<file path="src/hdl/rsf_pkg.sv">
package rsf_pkg;
  // ----------------------------------------
  // register map
  // ----------------------------------------
  localparam logic [7:0] ADDR_IRQ_EN_B = 8'h06;
  localparam logic [7:0] ADDR_FLAGS_A = 8'h07;
  localparam logic [7:0] ADDR_FLAGS_B = 8'h08;
  localparam logic [7:0] ADDR_RISE_ORDER = 8'h09;
  localparam logic [7:0] ADDR_RISE_DELAYS = 8'h0A;
  localparam logic [7:0] RST_IRQ_EN_B = 8'hFF;
  localparam logic [7:0] RST_FLAGS = 8'h00;
  localparam logic [7:0] RST_RISE_ORDER = 8'hE4;
  localparam logic [7:0] RST_RISE_DELAYS = 8'h55;
  // flags A bit positions
  localparam int BIT_DELTA = 7;
  localparam int BIT_SHUTDOWN = 6;
  localparam int BIT_HOT = 5;
  localparam int BIT_THERM_HI = 4;
  localparam int BIT_THERM_LO = 3;
  localparam int BIT_IN_UV = 2;
  localparam int BIT_MEAS = 1;
  localparam int BIT_PROG = 0;
  // flags B bit positions
  localparam int BIT_BOOST_UV = 7;
  localparam int BIT_POS_GATE_UV = 6;
  localparam int BIT_INV_UV = 5;
  localparam int BIT_POS_SRC_UV = 4;
  localparam int BIT_NEG_GATE_UV = 3;
  localparam int BIT_BIAS_FAULT = 2;
  localparam int BIT_NEG_SRC_UV = 1;
  localparam int BIT_CONV = 0;
  // enable bit for conversion done
  localparam int BIT_CONV_EN = 0;
  // ----------------------------------------
  // timing and thresholds
  // ----------------------------------------
  localparam logic [7:0] TEMP_DELTA_DEG = 8'h03;
  localparam int CLK_PERIOD_NS = 25;
  localparam int DLY_STEP_US = 3000;
  localparam int DLY_STEP_CYCLES = DLY_STEP_US * 1000 / CLK_PERIOD_NS;
  // bus address, value arbitrary
  localparam logic [6:0] DEV_ADDR = 7'h48;
  // ----------------------------------------
  // types
  // ----------------------------------------
  typedef struct packed {
    logic overtemp;
    logic hotWarn;
    logic inputUv;
    logic boostUv;
    logic posGateUv;
    logic invConvUv;
    logic posSrcUv;
    logic negGateUv;
    logic biasFault;
    logic negSrcUv;
  } rsf_faults_t;
  typedef struct packed {
    logic tempValid;
    logic measDone;
    logic progDone;
    logic convDone;
  } rsf_events_t;
  typedef enum logic [2:0] {B_IDLE, B_ADDR, B_REG, B_WR, B_ACK, B_RD, B_RACK} rsf_bus_t;
  typedef enum logic [1:0] {SQ_OFF, SQ_WAIT, SQ_UP} rsf_seq_t;
endpackage

</file>
<file path="src/hdl/rsf_rail_sequencer.sv">
module rsf_rail_sequencer
  import rsf_pkg::*;
#(
  parameter int STEP_CYCLES = DLY_STEP_CYCLES
) (
  // clock and reset
  input wire logic clk,
  input wire logic sys_rst,
  // serial control bus
  input wire logic sclIn,
  input wire logic sdaIn,
  output logic sdaOut,
  output logic sdaOe_n,
  // interrupt line, open drain
  output logic irqLineOut,
  output logic irqLineOe_n,
  // monitors
  input wire rsf_faults_t faultIn,
  input wire rsf_events_t events,
  input wire logic [7:0] tempReading,
  input wire logic [7:0] thermHighLimit,
  input wire logic [7:0] thermLowLimit,
  // power-up sequencer
  input wire logic invertConvPowerGood,
  output logic [3:0] seqStep,
  output logic [3:0] railEnable
);
  localparam int CYC_W = $clog2(STEP_CYCLES + 1);
  generate
    if (STEP_CYCLES < 1) begin : g_bad_step
      $error("STEP_CYCLES must be at least 1");
    end
  endgenerate

  // ----------------------------------------
  // pin synchronisers
  // ----------------------------------------
  logic [1:0] sclSync, sdaSync, pgSync;
  logic sclD, sdaD;
  rsf_faults_t faultMeta, faultSync;
  always_ff @(posedge clk) begin
    if (sys_rst) begin
      sclSync <= 2'h3;
      sdaSync <= 2'h3;
      pgSync <= 2'h0;
      sclD <= 1'b1;
      sdaD <= 1'b1;
      faultMeta <= '0;
      faultSync <= '0;
    end else begin
      sclSync <= {sclSync[0], sclIn};
      sdaSync <= {sdaSync[0], sdaIn};
      pgSync <= {pgSync[0], invertConvPowerGood};
      sclD <= sclSync[1];
      sdaD <= sdaSync[1];
      faultMeta <= faultIn;
      faultSync <= faultMeta;
    end
  end
  wire sclHi = sclSync[1];
  wire sdaHi = sdaSync[1];
  wire pgHi = pgSync[1];
  wire busStart = sclHi & sclD & sdaD & ~sdaHi;
  wire busStop = sclHi & sclD & ~sdaD & sdaHi;
  wire sclRise = sclHi & ~sclD;
  wire sclFall = ~sclHi & sclD;

  // ----------------------------------------
  // serial bus slave
  // ----------------------------------------
  rsf_bus_t bState, after;
  logic [3:0] cnt;
  logic [7:0] sh, rdSh, ptr, rdData;
  logic mAck;
  wire rcvState = (bState == B_ADDR) | (bState == B_REG) | (bState == B_WR);
  wire byteDone = sclFall & (cnt == 4'h8);
  wire addrHit = sh[7:1] == DEV_ADDR;
  wire wrEn = (bState == B_WR) & byteDone;
  wire rdLoad = sclFall & (((bState == B_ACK) & (after == B_RD)) | ((bState == B_RACK) & mAck));
  wire clrA = rdLoad & (ptr == ADDR_FLAGS_A);
  wire clrB = rdLoad & (ptr == ADDR_FLAGS_B);
  always_ff @(posedge clk) begin
    if (sys_rst | busStop) begin
      bState <= B_IDLE;
      after <= B_IDLE;
      cnt <= 4'h0;
      sh <= 8'h00;
      rdSh <= 8'hFF;
      mAck <= 1'b0;
      ptr <= sys_rst ? 8'h00 : ptr;
    end else if (busStart) begin
      bState <= B_ADDR;
      cnt <= 4'h0;
    end else begin
      if (rcvState & sclRise) begin
        sh <= {sh[6:0], sdaHi};
        cnt <= cnt + 4'h1;
      end
      if (rdLoad) begin
        rdSh <= rdData;
        ptr <= ptr + 8'h01;
      end else if ((bState == B_RD) & sclFall) begin
        rdSh <= {rdSh[6:0], 1'b1};
      end
      case (bState)
        B_ADDR: if (byteDone) begin
          bState <= addrHit ? B_ACK : B_IDLE;
          after <= sh[0] ? B_RD : B_REG;
        end
        B_REG: if (byteDone) begin
          ptr <= sh;
          bState <= B_ACK;
          after <= B_WR;
        end
        B_WR: if (byteDone) begin
          ptr <= ptr + 8'h01;
          bState <= B_ACK;
        end
        B_ACK: if (sclFall) begin
          bState <= after;
          cnt <= 4'h0;
        end
        B_RD: if (sclFall) begin
          cnt <= cnt + 4'h1;
          if (cnt == 4'h7) begin
            bState <= B_RACK;
          end
        end
        B_RACK: if (sclRise) begin
          mAck <= ~sdaHi;
        end else if (sclFall) begin
          bState <= mAck ? B_RD : B_IDLE;
          cnt <= 4'h0;
        end
        default: bState <= bState;
      endcase
    end
  end
  assign sdaOut = 1'b0;
  assign sdaOe_n = ~((bState == B_ACK) | ((bState == B_RD) & ~rdSh[7]));

  // ----------------------------------------
  // registers
  // ----------------------------------------
  logic [7:0] irqEnB, riseOrder, riseDelays, flagsA, flagsB;
  always_ff @(posedge clk) begin
    if (sys_rst) begin
      irqEnB <= RST_IRQ_EN_B;
      riseOrder <= RST_RISE_ORDER;
      riseDelays <= RST_RISE_DELAYS;
    end else if (wrEn) begin
      irqEnB <= (ptr == ADDR_IRQ_EN_B) ? sh : irqEnB;
      riseOrder <= (ptr == ADDR_RISE_ORDER) ? sh : riseOrder;
      riseDelays <= (ptr == ADDR_RISE_DELAYS) ? sh : riseDelays;
    end
  end
  // flags read only; writes to them are dropped
  assign rdData = (ptr == ADDR_IRQ_EN_B) ? irqEnB :
                  (ptr == ADDR_FLAGS_A) ? flagsA :
                  (ptr == ADDR_FLAGS_B) ? flagsB :
                  (ptr == ADDR_RISE_ORDER) ? riseOrder :
                  (ptr == ADDR_RISE_DELAYS) ? riseDelays : 8'h00;

  // ----------------------------------------
  // temperature and event flags
  // ----------------------------------------
  logic [7:0] tempLast;
  logic havePrev, deltaFlag, measFlag, progFlag, convFlag;
  wire [7:0] absDiff = (tempReading >= tempLast) ? tempReading - tempLast
                                                  : tempLast - tempReading;
  wire deltaSet = events.tempValid & havePrev & (absDiff >= TEMP_DELTA_DEG);
  // event flags clear on read, a new event in the same cycle wins
  always_ff @(posedge clk) begin
    if (sys_rst) begin
      tempLast <= 8'h00;
      havePrev <= 1'b0;
      deltaFlag <= 1'b0;
      measFlag <= 1'b0;
      progFlag <= 1'b0;
      convFlag <= 1'b0;
    end else begin
      tempLast <= events.tempValid ? tempReading : tempLast;
      havePrev <= havePrev | events.tempValid;
      deltaFlag <= deltaSet | (deltaFlag & ~clrA);
      measFlag <= events.measDone | (measFlag & ~clrA);
      progFlag <= events.progDone | (progFlag & ~clrA);
      convFlag <= events.convDone | (convFlag & ~clrB);
    end
  end
  always_comb begin
    flagsA = RST_FLAGS;
    flagsA[BIT_DELTA] = deltaFlag;
    flagsA[BIT_SHUTDOWN] = faultSync.overtemp;
    flagsA[BIT_HOT] = faultSync.hotWarn;
    flagsA[BIT_THERM_HI] = havePrev & (tempLast >= thermHighLimit);
    flagsA[BIT_THERM_LO] = havePrev & (tempLast <= thermLowLimit);
    flagsA[BIT_IN_UV] = faultSync.inputUv;
    flagsA[BIT_MEAS] = measFlag;
    flagsA[BIT_PROG] = progFlag;
    flagsB = RST_FLAGS;
    flagsB[BIT_BOOST_UV] = faultSync.boostUv;
    flagsB[BIT_INV_UV] = faultSync.invConvUv;
    flagsB[BIT_POS_GATE_UV] = faultSync.posGateUv;
    flagsB[BIT_NEG_GATE_UV] = faultSync.negGateUv;
    flagsB[BIT_POS_SRC_UV] = faultSync.posSrcUv;
    flagsB[BIT_NEG_SRC_UV] = faultSync.negSrcUv;
    flagsB[BIT_BIAS_FAULT] = faultSync.biasFault;
    flagsB[BIT_CONV] = convFlag;
  end
  // irq pulled low only while enabled
  assign irqLineOut = 1'b0;
  assign irqLineOe_n = ~(convFlag & irqEnB[BIT_CONV_EN]);

  // ----------------------------------------
  // power-up sequencer
  // ----------------------------------------
  rsf_seq_t sqState;
  logic [1:0] seqIdx, unitCnt;
  logic [CYC_W-1:0] cyc;
  logic [3:0] railMatch;
  // delay is (code + 1) steps of 3 ms
  wire [1:0] curCode = riseDelays[{seqIdx, 1'b0} +: 2];
  wire tick = cyc == CYC_W'(STEP_CYCLES - 1);
  wire strobeNow = (sqState == SQ_WAIT) & tick & (unitCnt == curCode);
  // rail r order field at bits 2r+1:2r
  for (genvar r = 0; r < 4; r++) begin : g_rail
    assign railMatch[r] = riseOrder[2 * r +: 2] == seqIdx;
  end
  // timing starts once power good is seen high
  always_ff @(posedge clk) begin
    if (sys_rst | ~pgHi) begin
      sqState <= SQ_OFF;
      seqIdx <= 2'h0;
      unitCnt <= 2'h0;
      cyc <= '0;
    end else if (sqState == SQ_OFF) begin
      sqState <= SQ_WAIT;
    end else if (sqState == SQ_WAIT) begin
      cyc <= tick ? '0 : cyc + CYC_W'(1);
      unitCnt <= strobeNow ? 2'h0 : (tick ? unitCnt + 2'h1 : unitCnt);
      // next strobe uses the next delay field
      seqIdx <= strobeNow ? seqIdx + 2'h1 : seqIdx;
      sqState <= (strobeNow & (seqIdx == 2'h3)) ? SQ_UP : SQ_WAIT;
    end
  end
  // rails sharing a strobe rise together
  always_ff @(posedge clk) begin
    if (sys_rst | ~pgHi) begin
      seqStep <= 4'h0;
      railEnable <= 4'h0;
    end else begin
      seqStep <= strobeNow ? (4'h1 << seqIdx) : 4'h0;
      railEnable <= strobeNow ? (railEnable | railMatch) : railEnable;
    end
  end

  // ----------------------------------------
  // checks
  // ----------------------------------------
  int gapCnt;
  always_ff @(posedge clk) begin
    if (sys_rst | (sqState == SQ_OFF)) begin
      gapCnt <= 0;
    end else begin
      gapCnt <= (seqStep != 4'h0) ? 1 : gapCnt + 1;
    end
  end
endmodule

</file>
<file path="config.mk">
export PLATFORM = sky130hd
export DESIGN_NAME = rsf_rail_sequencer
export DESIGN_NICKNAME = d
export VERILOG_FILES = /design/src/hdl/rsf_pkg.sv /design/src/hdl/rsf_rail_sequencer.sv
export SDC_FILE = /design/constraint.sdc
export NUM_CORES = 1
export LEC_CHECK = 0
export ABC_AREA = 0
export ABC_CLOCK_PERIOD_IN_PS = 2450
export BUFFER_PORTS_ARGS = -buffer_cell sky130_fd_sc_hd__clkbuf_2
export CELL_PAD_IN_SITES_DETAIL_PLACEMENT = 0
export CELL_PAD_IN_SITES_GLOBAL_PLACEMENT = 1
export CORE_MARGIN = 2
export CORE_UTILIZATION = 48
export CTS_BUF_LIST = sky130_fd_sc_hd__clkbuf_2
export DETAILED_ROUTE_END_ITERATION = 10
export PLACE_DENSITY = 0.8
export SLEW_MARGIN = 30
export SYNTH_ARGS = -nofsm -noshare
export SYNTH_HDL_FRONTEND = slang
export SYNTH_SLANG_ARGS = --single-unit
</file>
<file path="constraint.sdc">
create_clock -name clk -period 2.45 [get_ports clk]
set_input_delay 0.245 -clock clk [delete_from_list [all_inputs] [get_ports clk]]
set_output_delay 0.245 -clock clk [all_outputs]
set_load 0.05 [all_outputs]
</file>
### Yosys cells after proc, flatten, opt, wreduce, memory -nomap -nowiden

Cells that the tools add are included.

| storage, ports and cells | value |
|---|---|
| flip-flop bits (word level) | 131 |
| input port bits | 43 |
| output and inout bits | 12 |
| word-level logic and storage cells | 221 |

| cells by class | value |
|---|---|
| add/sub/neg operators | 7 |
| $lt $le $gt $ge | 4 |
| equality and inequality tests | 40 |
| shifts and indexed selects | 2 |
| mux-type cells | 41 |
| bitwise logic cells | 54 |
| reduce and logical (&&, ||, !) cells | 24 |

Operators with widths:

| kind | number |
|---|---|
| 8-bit two-way mux | 14 |
| 3-bit two-way mux | 12 |
| 1-bit bitwise AND | 29 |
| 8-bit by 4-bit equality test with 1-bit output, second input constant | 3 |
| 17-bit by 1-bit adder with 17-bit output, second input constant | 1 |
| 17-bit equality test, second input constant | 1 |
| 17-bit two-way mux | 1 |
| 8-bit by 3-bit equality test with 1-bit output, second input constant | 2 |
| 8-bit greater-or-equal comparator | 2 |
| 4-bit two-way mux | 4 |
| 8-bit case mux with 2 select lines | 1 |
| 8-bit AND reduction | 2 |
| 8-bit subtractor | 2 |
| 3-bit != test, second input constant | 5 |
| 3-bit case mux with 5 select lines | 1 |
| 2-bit != test, second input constant | 7 |
| 2-bit AND reduction | 7 |
| 1-bit NOT | 13 |
| 3-bit equality test, second input constant | 4 |
| 4-bit case mux with 3 select lines | 1 |
| 1-bit bitwise OR | 11 |
| 2-bit equality test | 5 |
| 3-bit AND reduction | 3 |
| 8-bit by 1-bit adder with 8-bit output, second input constant | 1 |
| other kinds (26) | 40 |

### Longest topological paths before layout

Gate-level depths: netlist of run 1.

| logic depth | value |
|---|---|
| depth after elaboration | 9 |
| mapped depth | 11 |

### Worst setup path before layout of run 1

Ideal clock, no wire load.

| path | value |
|---|---|
| path kind | register to register |
| start | register tempLast[1] |
| end | register deltaFlag |
| library setup time | 0.091 ns |
| arrival time | 2.174 ns |
| data required time | 2.359 ns |
| setup slack | 0.185 ns |
| cell stages (with the launch flop) | 10 |
| cell sequence | dfxtp_1 > inv_1 > fa_1 > nand3_1 > a31oi_1 > a211oi_4 > mux2i_1 > xor2_1 > nor3_1 > a311oi_1 |

| between the ends | value |
|---|---|
| cells in the longest elaborated chain, start to end | 5 |
| elaborated cells between the ends (all ways) | 7 |
| classes of those cells | 2 x add/sub; 2 x order compare; 1 x mux; 2 x bitwise |

RTL lines:

| item | line | RTL |
|---|---|---|
| start, declared | rsf_rail_sequencer.sv:167 | `logic [7:0] tempLast;` |
| start signal, assigned | rsf_rail_sequencer.sv:182 | `tempLast <= events.tempValid ? tempReading : tempLast;` |
| 8-bit subtractor, or another cell as far along | rsf_rail_sequencer.sv:170 | `: tempLast - tempReading;` |
| 8-bit two-way mux (*) | rsf_rail_sequencer.sv:169 | `wire [7:0] absDiff = (tempReading >= tempLast) ? tempReading - tempLast` |
| 8-bit by 2-bit greater-or-equal comparator with 1-bit output (*) | rsf_rail_sequencer.sv:171 | `wire deltaSet = events.tempValid & havePrev & (absDiff >= TEMP_DELTA_DEG);` |
| 1-bit bitwise AND (*) | rsf_rail_sequencer.sv:171 |  |
| 1-bit bitwise OR (*) | rsf_rail_sequencer.sv:184 | `deltaFlag <= deltaSet \| (deltaFlag & ~clrA);` |
| end signal, assigned | rsf_rail_sequencer.sv:184 |  |
| end, declared | rsf_rail_sequencer.sv:168 | `logic havePrev, deltaFlag, measFlag, progFlag, convFlag;` |

Every way passes the cells marked *; elsewhere a longest branch is shown, timed or not.
A chain may end at the register's enable or synchronous reset.

### Worst setup path after layout of run 1

| path | value |
|---|---|
| start | register tempLast[3] |
| end | register deltaFlag |

Same word-level chain as after synthesis.

==> results.py, run 1 <==
metrics = {
    "route": {
        "drc": 0,
        "vias_per_cell": 5.36,
        "antenna_left": 0,
        "drtPass1Iterations": 6,
        "dr_total_vias": 5641,
        "drtIter0Drc": 426,
        "wl_um": 16000,
        "avgRoutedWirePerCell_um": 15.2,
    },
    "cts": {
        "htree_levels": 4,
        "cts_made_buffers": 17,
        "clkLatencyLatePin_ns": 0.70,
        "cts.clk_slew.worst_paths_ns": 0.19,
        "cts_tree": "built",
        "clock-sinks": 131,
        "cts.path.max_buffers": 2,
        "clock-root-buffer": "clkbuf_2",
    },
    "finish": {
        "multi_input_area_sq_um": 3860,
        "stdcell_count": 1052,
        "nNetsFinal": 943,
        "nFillCells": 1252,
        "drive_above_1_share_pct": 17.4,
        "finalInstanceArea_sq_um": 7890,
        "syn_to_final_growth_pct": 14.7,
        "fin_util_pct": 56.6,
        "regArea_sq_um": 2710,
        "diodes": 0,
    },
    "synth": {
        "yosys_register_bits": 131,
        "synthTopCellsByCount": "dfxtp_1 (123), nor2_1 (84), a21oi_1 (51)",
        "synthFlopType": "dfxtp_1",
        "synth_edf_count": 8,
        "syn_inst": 767,
        "synth.most_common_cell": "dfxtp_1",
        "ys_warn_count": 0,
        "synth_top_cell_by_area": "dfxtp_1",
        "yosys.area.top_type_share_pct": 35.8,
        "synthArstFlopShare_pct": 0,
        "ys_types": 67,
        "synth.area.top_cells": "dfxtp_1 (36%), ha_1 (7.1%), mux2i_1 (4.9%)",
        "synth_area_sq_um": 6880,
        "ys_seq_area_share_pct": 39.3,
        "syn_avg_cell_area_sq_um": 8.97,
    },
    "placement": {
        "placed_area_sq_um": 7420,
        "place_ws_ns": -0.0412,
        "portBuffers": 52,
        "place_congestion": 0.880,
        "dpl.hpwl_um": 11600,
        "placed_cells": 993,
    },
    "timing": {
        "fin_crit_ns": 2.37,
        "grt_setup_unrepaired": "no",
        "hold_ws_ns": 0.218,
        "finalWorstSetupSlack_ns": 0.0815,
        "relSlewSlack_pct": 58.8,
        "period_share_pct": 96.7,
        "finClkSkew_ns": 0.0350,
        "setup-tns-final_ns": 0,
        "finalHoldViolations": 0,
        "worst_slew_pin_slew_ns": 0.612,
        "drv_slew": 0,
        "fmax_mhz": 422,
        "setup_violations": 0,
    },
    "power": {
        "power_mw": 3.85,
        "p_leak_nw": 3.23,
        "p_per_area_nw_per_um2": 488,
        "irDropWorstVdd_mv": 0.373,
    },
    "min_path": {
        "worstHoldPathType": "in2reg",
    },
    "worst_setup_path": {
        "r2r_setup_slack_ns": 0.08,
        "required_ns": 3.07,
        "critPathMaxFanout": 7,
        "worstSetupPathType": "reg2reg",
        "crit_path_start_kind": "register",
        "cp.arrival_ns": 2.98,
        "endpoint_kind": "register",
    },
    "grt": {
        "grt_antenna_before_repair": 0,
        "grt_pass1_wl_um": 26300,
        "grt_pass1_vias": 5421,
        "grt-ovfl-total": 0,
        "grt_max_degree": 41,
        "grt_usage_pct": 22.3,
    },
    "flow_run": {
        "cap_violations": 0,
    },
    "outcome": {
        "status": "finished, final reports clean",
    },
    "floorplan": {
        "core_sq_um": 13900,
        "start_util_pct": 49.4,
        "fp.dieH_um": 124,
        "io_pins": 55,
        "die_area_sq_um": 15300,
        "die_w_um": 124,
        "rows": 43,
    },
}
==> logic make-up (layout without fill, tap and decap cells) <==
logic type / count (synthesis) / after routing / synth area share [%]
compound gates: 159 / 159 / 15.5
xor+xnor: 44 / 44 / 5.60
fa+ha+maj: 41 / 41 / 7.67
buf+inv: 84 / 188 / 5.16
flops: 131 / 131 / 39.3
mux: 39 / 39 / 6.09
other cells: 1 / 2 / 0.0545
simple gates: 268 / 268 / 20.7
==> where the power goes <==
part,internal (mW),switching [mW]
registers,2.21,0.0431
clock network,0.251,0.791
logic,0.255,0.308
==> worst paths after layout <==
check / start / cells after the start / to
max: tempLast[3]$_SDFFE_PP0P_ / 8 / deltaFlag$_SDFF_PP0_
min: thermHighLimit[7] / 7 / rdSh[4]$_SDFFE_PP1P_
max reg2reg: tempLast[3]$_SDFFE_PP0P_ / 8 / deltaFlag$_SDFF_PP0_
min reg2reg: sdaSync[0]$_SDFF_PP1_ / 1 / sdaSync[1]$_SDFF_PP1_
==> final cells by class <==
class | count | area share (%)
multi-input cells | 553 | 49.0
flip-flops and latches | 131 | 34.3
repair buffers | 109 | 9.54
well taps | 180 | 2.85
inverters | 47 | 2.23
clock buffers | 19 | 1.20
clock inverters | 13 | 0.872
==> flip-flops by register name (all words and copies together) (netlist names), 3 cells and up <==
name        flops
after           3
bState          3
cnt             4
cyc            17
faultMeta      10
faultSync      10
irqEnB          8
ptr             8
railEnable      4
rdSh            8
riseDelays      8
riseOrder       8
seqStep         4
sh              8
tempLast        8
==> critical path, stage by stage, from the launching register on <==
cell and delay [ns]:
dfxtp_2 0.39, ha_1 0.39, a21oi_2 0.25, a31oi_4 0.13
a211oi_4 0.37, mux2i_1 0.26, xor2_1 0.17, nor3_1 0.08
a311oi_1 0.25
==> repair_timing <==
| item | in CTS | in global routing |
|---|---|---|
| setup buffers | 0 | 1 |
| endpoints found under the setup margin | 1 | 1 |
| hold buffers | 26 | 0 |
| resized for setup | 0 | 13 |
| pin swaps | 1 | 8 |
| endpoints found under the hold margin | 33 | 0 |
==> cell usage in the layout, fill, tap and decap left out, types with 8 or more instances in the layout <==
master and count:
o21ai_0 30, nand2b_1 12, nand2_1 39, a21oi_1 50, edfxtp_1 8, xnor2_1 22
dlygate4sd3_1 26, mux2i_1 34, nand3_1 18, buf_4 31, or2_2 8, xor2_1 22
nor3_1 15, dfxtp_1 119, ha_1 38, nor2_1 84, nor2b_1 37, and3_1 16
a31oi_1 12, inv_1 46, a211o_1 16, clkbuf_2 71
==> metal layers <==
layer	vias to the layer above	track usage, %	routed length, um
met3	15	6.41	908
li1	2852	-	-
met2	144	35.7	7220
met4	0	5.61	164
met5	-	0	0
met1	2630	29.6	7700
(Power assumes the default switching activity.)
==> run 2: changes to the inputs <==
--- a/config.mk
+++ b/config.mk
@@ -14,6 +14,7 @@
 export CORE_UTILIZATION = 48
 export CTS_BUF_LIST = sky130_fd_sc_hd__clkbuf_2
 export DETAILED_ROUTE_END_ITERATION = 10
+export MAX_ROUTING_LAYER = met4
 export PLACE_DENSITY = 0.8
 export SLEW_MARGIN = 30
 export SYNTH_ARGS = -nofsm -noshare
==> results.py, run 2 (synthesis results as in run 1) <==
metrics = {
    "outcome": {
        "status": "finished, final reports clean",
    },
    "power": {
        "swShare_pct": 26.5,
        "p_per_area_nw_per_um2": 531,
        "power_mw": 4.23,
        "switching_power_mw": 1.12,
        "pwr-share-comb_pct": 13.1,
        "p_leak_nw": 3.25,
        "pwr-share-seq_pct": 53.1,
        "p_int_mw": 3.11,
        "clkPwrFrac_pct": 33.7,
        "irDropWorstVdd_mv": 0.491,
    },
    "grt": {
        "grt_pass1_vias": 5471,
        "grt_antenna_before_repair": 1,
        "grt_pass1_wl_um": 26700,
        "met2_usage_pct": 35.9,
        "grt_use_met1_pct": 30.1,
        "use_met3_pct": 5.59,
        "grt.busiest_layer": "met2",
        "grt_usage_pct": 23.1,
        "grt_max_degree": 65,
        "grt-ovfl-total": 0,
    },
    "timing": {
        "fmax_mhz": 424,
        "finClkSkew_ns": 0.0254,
        "grt_setup_unrepaired": "yes",
        "setup-tns-final_ns": 0,
        "setup_violations": 0,
        "period_share_pct": 96.3,
        "finalHoldViolations": 0,
        "worst_slew_pin_slew_ns": 0.629,
        "drv_slew": 0,
        "hold_ws_ns": 0.219,
        "relSlewSlack_pct": 57.7,
        "fin_crit_ns": 2.36,
    },
    "placement": {
        "place_congestion": 0.893,
        "portBuffers": 52,
        "dpl.hpwl_um": 11600,
        "placed_cells": 991,
    },
    "min_path": {
        "holdPathEnd": "rdSh[4]$_SDFFE_PP1P_",
        "holdCritStartpoint": "thermHighLimit[7]",
        "worstHoldPathType": "in2reg",
        "worstHoldPathCells": 7,
    },
    "finish": {
        "final_common_cell": "dfxtp_1",
        "fin_util_pct": 57.2,
        "syn_to_final_growth_pct": 15.7,
        "nFillCells": 1280,
        "nNetsFinal": 941,
        "layout_common_cells": "dfxtp_1 (120), nor2_1 (84), clkbuf_2 (70)",
        "largest_register_ffs": 17,
        "reg.largest.list": "cyc (17), faultMeta (10), faultSync (10)",
        "max_flop_register": "cyc",
        "stdcell_count": 1051,
        "drive_above_1_share_pct": 17.0,
    },
    "worst_setup_path": {
        "cp.arrival_ns": 2.95,
        "crit_path_start_kind": "register",
        "r2r_cells": 10,
        "required_ns": 3.04,
        "critPathMaxFanout": 6,
        "worstSetupPathType": "reg2reg",
        "r2r-start": "tempLast[0]$_SDFFE_PP0P_",
        "r2r_setup_slack_ns": 0.09,
        "endpoint_kind": "register",
        "reg2reg_to": "deltaFlag$_SDFF_PP0_",
        "worstSetupStartpoint": "tempLast[0]$_SDFFE_PP0P_",
    },
    "cts": {
        "cts_made_buffers": 17,
        "cts.clk_slew.worst_paths_ns": 0.20,
        "cts_tree": "built",
        "htree_levels": 4,
        "cts.path.max_buffers": 2,
        "clock-root-buffer": "clkbuf_2",
        "clkLatencyLatePin_ns": 0.67,
        "clock-sinks": 131,
    },
    "route": {
        "wl_um": 16000,
        "drtPass1Iterations": 5,
        "drc": 0,
        "avgRoutedWirePerCell_um": 15.2,
        "vias_per_cell": 5.35,
        "drtIter0Drc": 415,
        "dr_total_vias": 5628,
        "antenna_left": 0,
    },
    "floorplan": {
        "rows": 43,
        "io_pins": 55,
        "start_util_pct": 49.4,
        "core_sq_um": 13900,
        "die_area_sq_um": 15300,
        "die_w_um": 124,
        "fp.dieH_um": 124,
    },
    "flow_run": {
        "cap_violations": 0,
    },
}
[run 2: worst max path at each step]
stage                      endpoint  cells past startpoint
3_5_place_dp   deltaFlag$_SDFF_PP0_                     12
2_1_floorplan  deltaFlag$_SDFF_PP0_                      9
4_1_cts        deltaFlag$_SDFF_PP0_                     10
5_1_grt        deltaFlag$_SDFF_PP0_                     10
6_report       deltaFlag$_SDFF_PP0_                     10
3_3_place_gp   deltaFlag$_SDFF_PP0_                     12
[run 2: cell type report]
| type | count | area, sq um | share of cell area [%] |
|---|---|---|---|
| Antenna cell | 2 | 5.00 | 0.0628 |
| Clock inverter | 13 | 166 | 2.09 |
| Inverter | 47 | 176 | 2.22 |
| Multi-Input combinational cell | 553 | 3860 | 48.4 |
| Tap cell | 180 | 225 | 2.83 |
| Sequential cell | 131 | 2710 | 34.0 |
| Timing Repair Buffer | 107 | 738 | 9.27 |
| Clock buffer | 18 | 90.1 | 1.13 |
[run 2: worst max-delay path, cell delays in order, from the launching register on]
cell      delay (ns)
dfxtp_2         0.37
ha_1            0.15
inv_1           0.05
fa_2            0.35
nand3_2         0.09
a31oi_2         0.12
a211oi_4        0.38
mux2i_1         0.29
xor2_1          0.17
nor3_1          0.06
a311oi_1        0.22
[run 2: power groups by stage]
stage               registers [mW]  clock network [mW]  logic (mW)
floorplan                     2.28                   0       0.358
global placement              2.29                   0       0.505
detailed placement            2.29                   0       0.509
CTS                           2.25                1.47       0.544
global route                  2.26                1.56       0.620
finish                        2.25                1.43       0.556
[run 2: through the flow]
| step | instance area [sq um] | setup WS (ns) |
|---|---|---|
| final | 7960 | 0.0902 |
| after global routing | 7960 | -0.0367 |
| after CTS | 7920 | 0.00919 |
| after detailed placement | 7400 | -0.0440 |
| after global placement | 7400 | 0.0518 |
| after floorplan | 6880 | 0.185 |
[run 2: timing repair]
action                     in CTS  in global routing
buffers inserted                0                  1
hold endpoints to repair       38                  0
resized for setup               0                 10
pin swaps                       1                  2
setup endpoints to repair       1                  4
hold buffers                   26                  0
[run 2: per-layer routing]
layer | vias to the layer above | routed length (um)
li1 | 2840 | -
met1 | 2662 | 7800
met2 | 116 | 7250
met3 | 10 | 771
met4 | 0 | 135
met5 | - | 0
==> run 3: changes to the inputs <==
--- a/config.mk
+++ b/config.mk
@@ -8,7 +8,7 @@
 export ABC_AREA = 0
 export ABC_CLOCK_PERIOD_IN_PS = 2450
 export BUFFER_PORTS_ARGS = -buffer_cell sky130_fd_sc_hd__clkbuf_2
-export CELL_PAD_IN_SITES_DETAIL_PLACEMENT = 0
+export CELL_PAD_IN_SITES_DETAIL_PLACEMENT = 1
 export CELL_PAD_IN_SITES_GLOBAL_PLACEMENT = 1
 export CORE_MARGIN = 2
 export CORE_UTILIZATION = 48
==> results.py, run 3 (synthesis results as in run 1) <==
metrics = {
    "cts": {
        "cts.clk_slew.worst_paths_ns": 0.21,
        "clkLatencyLatePin_ns": 0.69,
        "cts_made_buffers": 17,
        "clock-sinks": 131,
        "htree_levels": 4,
        "clock-root-buffer": "clkbuf_2",
        "cts_tree": "built",
        "cts.path.max_buffers": 2,
    },
    "placement": {
        "portBuffers": 52,
        "placed_area_sq_um": 7400,
        "place_ws_ns": -0.159,
        "dpl.hpwl_um": 13200,
        "place_congestion": 0.893,
        "placed_cells": 991,
    },
    "route": {
        "wl_um": 18700,
        "dr_total_vias": 5858,
        "drtPass1Iterations": 5,
        "drc": 0,
        "drtIter0Drc": 309,
        "avgRoutedWirePerCell_um": 17.7,
        "antenna_left": 0,
        "vias_per_cell": 5.55,
    },
    "power": {
        "power_mw": 4.31,
        "p_leak_nw": 3.28,
        "irDropWorstVdd_mv": 0.598,
        "p_per_area_nw_per_um2": 535,
    },
    "finish": {
        "fin_util_pct": 57.9,
        "drive_above_1_share_pct": 18.5,
        "layout_common_cells": "dfxtp_1 (116), nor2_1 (83), clkbuf_2 (71)",
        "largest_register_ffs": 17,
        "stdcell_count": 1056,
        "nFillCells": 1611,
        "nNetsFinal": 946,
        "syn_to_final_growth_pct": 17.2,
        "finalInstanceArea_sq_um": 8060,
        "final_common_cell": "dfxtp_1",
        "regArea_sq_um": 2710,
        "multi_input_area_sq_um": 3900,
        "reg.largest.list": "cyc (17), faultMeta (10), faultSync (10)",
        "max_flop_register": "cyc",
    },
    "timing": {
        "hold_ws_ns": 0.242,
        "finalWorstSetupSlack_ns": 0.0468,
        "grt_setup_unrepaired": "yes",
        "drv_slew": 0,
        "worst_slew_pin_slew_ns": 0.710,
        "setup-tns-final_ns": 0,
        "fmax_mhz": 416,
        "finClkSkew_ns": 0.0315,
        "fin_crit_ns": 2.40,
        "relSlewSlack_pct": 52.2,
        "finalHoldViolations": 0,
        "setup_violations": 0,
        "period_share_pct": 98.1,
    },
    "worst_setup_path": {
        "worstSetupStartpoint": "tempLast[0]$_SDFFE_PP0P_",
        "reg2reg_to": "deltaFlag$_SDFF_PP0_",
        "endpoint_kind": "register",
        "r2r_cells": 11,
        "required_ns": 3.07,
        "r2r_setup_slack_ns": 0.05,
        "critPathMaxFanout": 3,
        "cp.arrival_ns": 3.02,
        "worstSetupPathType": "reg2reg",
        "r2r-start": "tempLast[0]$_SDFFE_PP0P_",
        "crit_path_start_kind": "register",
    },
    "floorplan": {
        "core_sq_um": 13900,
        "io_pins": 55,
        "rows": 43,
        "die_area_sq_um": 15300,
        "start_util_pct": 49.4,
        "fp.dieH_um": 124,
        "die_w_um": 124,
    },
    "flow_run": {
        "cap_violations": 0,
    },
    "min_path": {
        "worstHoldPathType": "in2reg",
        "holdPathEnd": "rdSh[4]$_SDFFE_PP1P_",
        "holdCritStartpoint": "thermHighLimit[7]",
        "worstHoldPathCells": 7,
    },
    "grt": {
        "grt_max_degree": 65,
        "grt_pass1_vias": 6075,
        "grt-ovfl-total": 0,
        "grt_antenna_before_repair": 1,
        "grt_usage_pct": 26.3,
        "grt_pass1_wl_um": 30200,
    },
    "outcome": {
        "status": "finished, final reports clean",
    },
}
[run 3: cell types whose count changed in the layout (fill, tap and decap cells not counted), moves of 2 or more]
cell / previous run / this run
dfxtp_2: 3 / 6
clkinv_2: 4 / 2
clkinv_1: 3 / 5
ha_4: 0 / 2
dfxtp_1: 120 / 116
ha_1: 38 / 35
buf_4: 29 / 33
[run 3: cell type report]
cell class	count	area share (%)
multi-input cells	553	48.4
flip-flops and latches	131	33.7
repair buffers	112	9.67
well taps	180	2.79
inverters	47	2.19
clock inverters	13	2.05
clock buffers	19	1.18
diodes	1	0.0310
[run 3: power by group]
part	total [mW]	switching, mW	internal (mW)
Combinational	0.600	0.331	0.269
Clock	1.46	0.804	0.660
Sequential	2.25	0.0438	2.21
Total	4.31	1.18	3.13
[run 3: layer usage]
metal | up-vias | share of wire, % | track usage, %
met2 | 100 | 50 | 44.8
li1 | 2857 | - | -
met1 | 2881 | 45 | 31.7
met3 | 20 | 3.8 | 5.40
met4 | 0 | 1.2 | 7.17
met5 | - | 0 | -
[run 3: worst max-delay path by stage]
stage	endpoint	slack, ns	cells after the start
6_report	deltaFlag$_SDFF_PP0_	0.05	11
3_5_place_dp	deltaFlag$_SDFF_PP0_	-0.16	12
3_3_place_gp	deltaFlag$_SDFF_PP0_	0.05	12
4_1_cts	deltaFlag$_SDFF_PP0_	0.01	11
5_1_grt	deltaFlag$_SDFF_PP0_	-0.08	11
2_1_floorplan	deltaFlag$_SDFF_PP0_	0.19	9
[run 3: timing repair]
action	in CTS	in global routing
endpoints found under the setup margin	1	6
endpoints found under the hold margin	32	0
buffers inserted	2	4
hold buffers	26	0
pin swaps	1	3
resized for setup	3	22
[run 3: worst max-delay path, stage by stage (launching register included)]
cell and delay, ns:
dfxtp_2 0.37, ha_1 0.16, inv_1 0.06, fa_2 0.35, nand3_2 0.10, a31oi_4 0.10, a211oi_4 0.29, buf_6 0.15
mux2i_1 0.25, xor2_1 0.20, nor3_1 0.06, a311oi_1 0.23
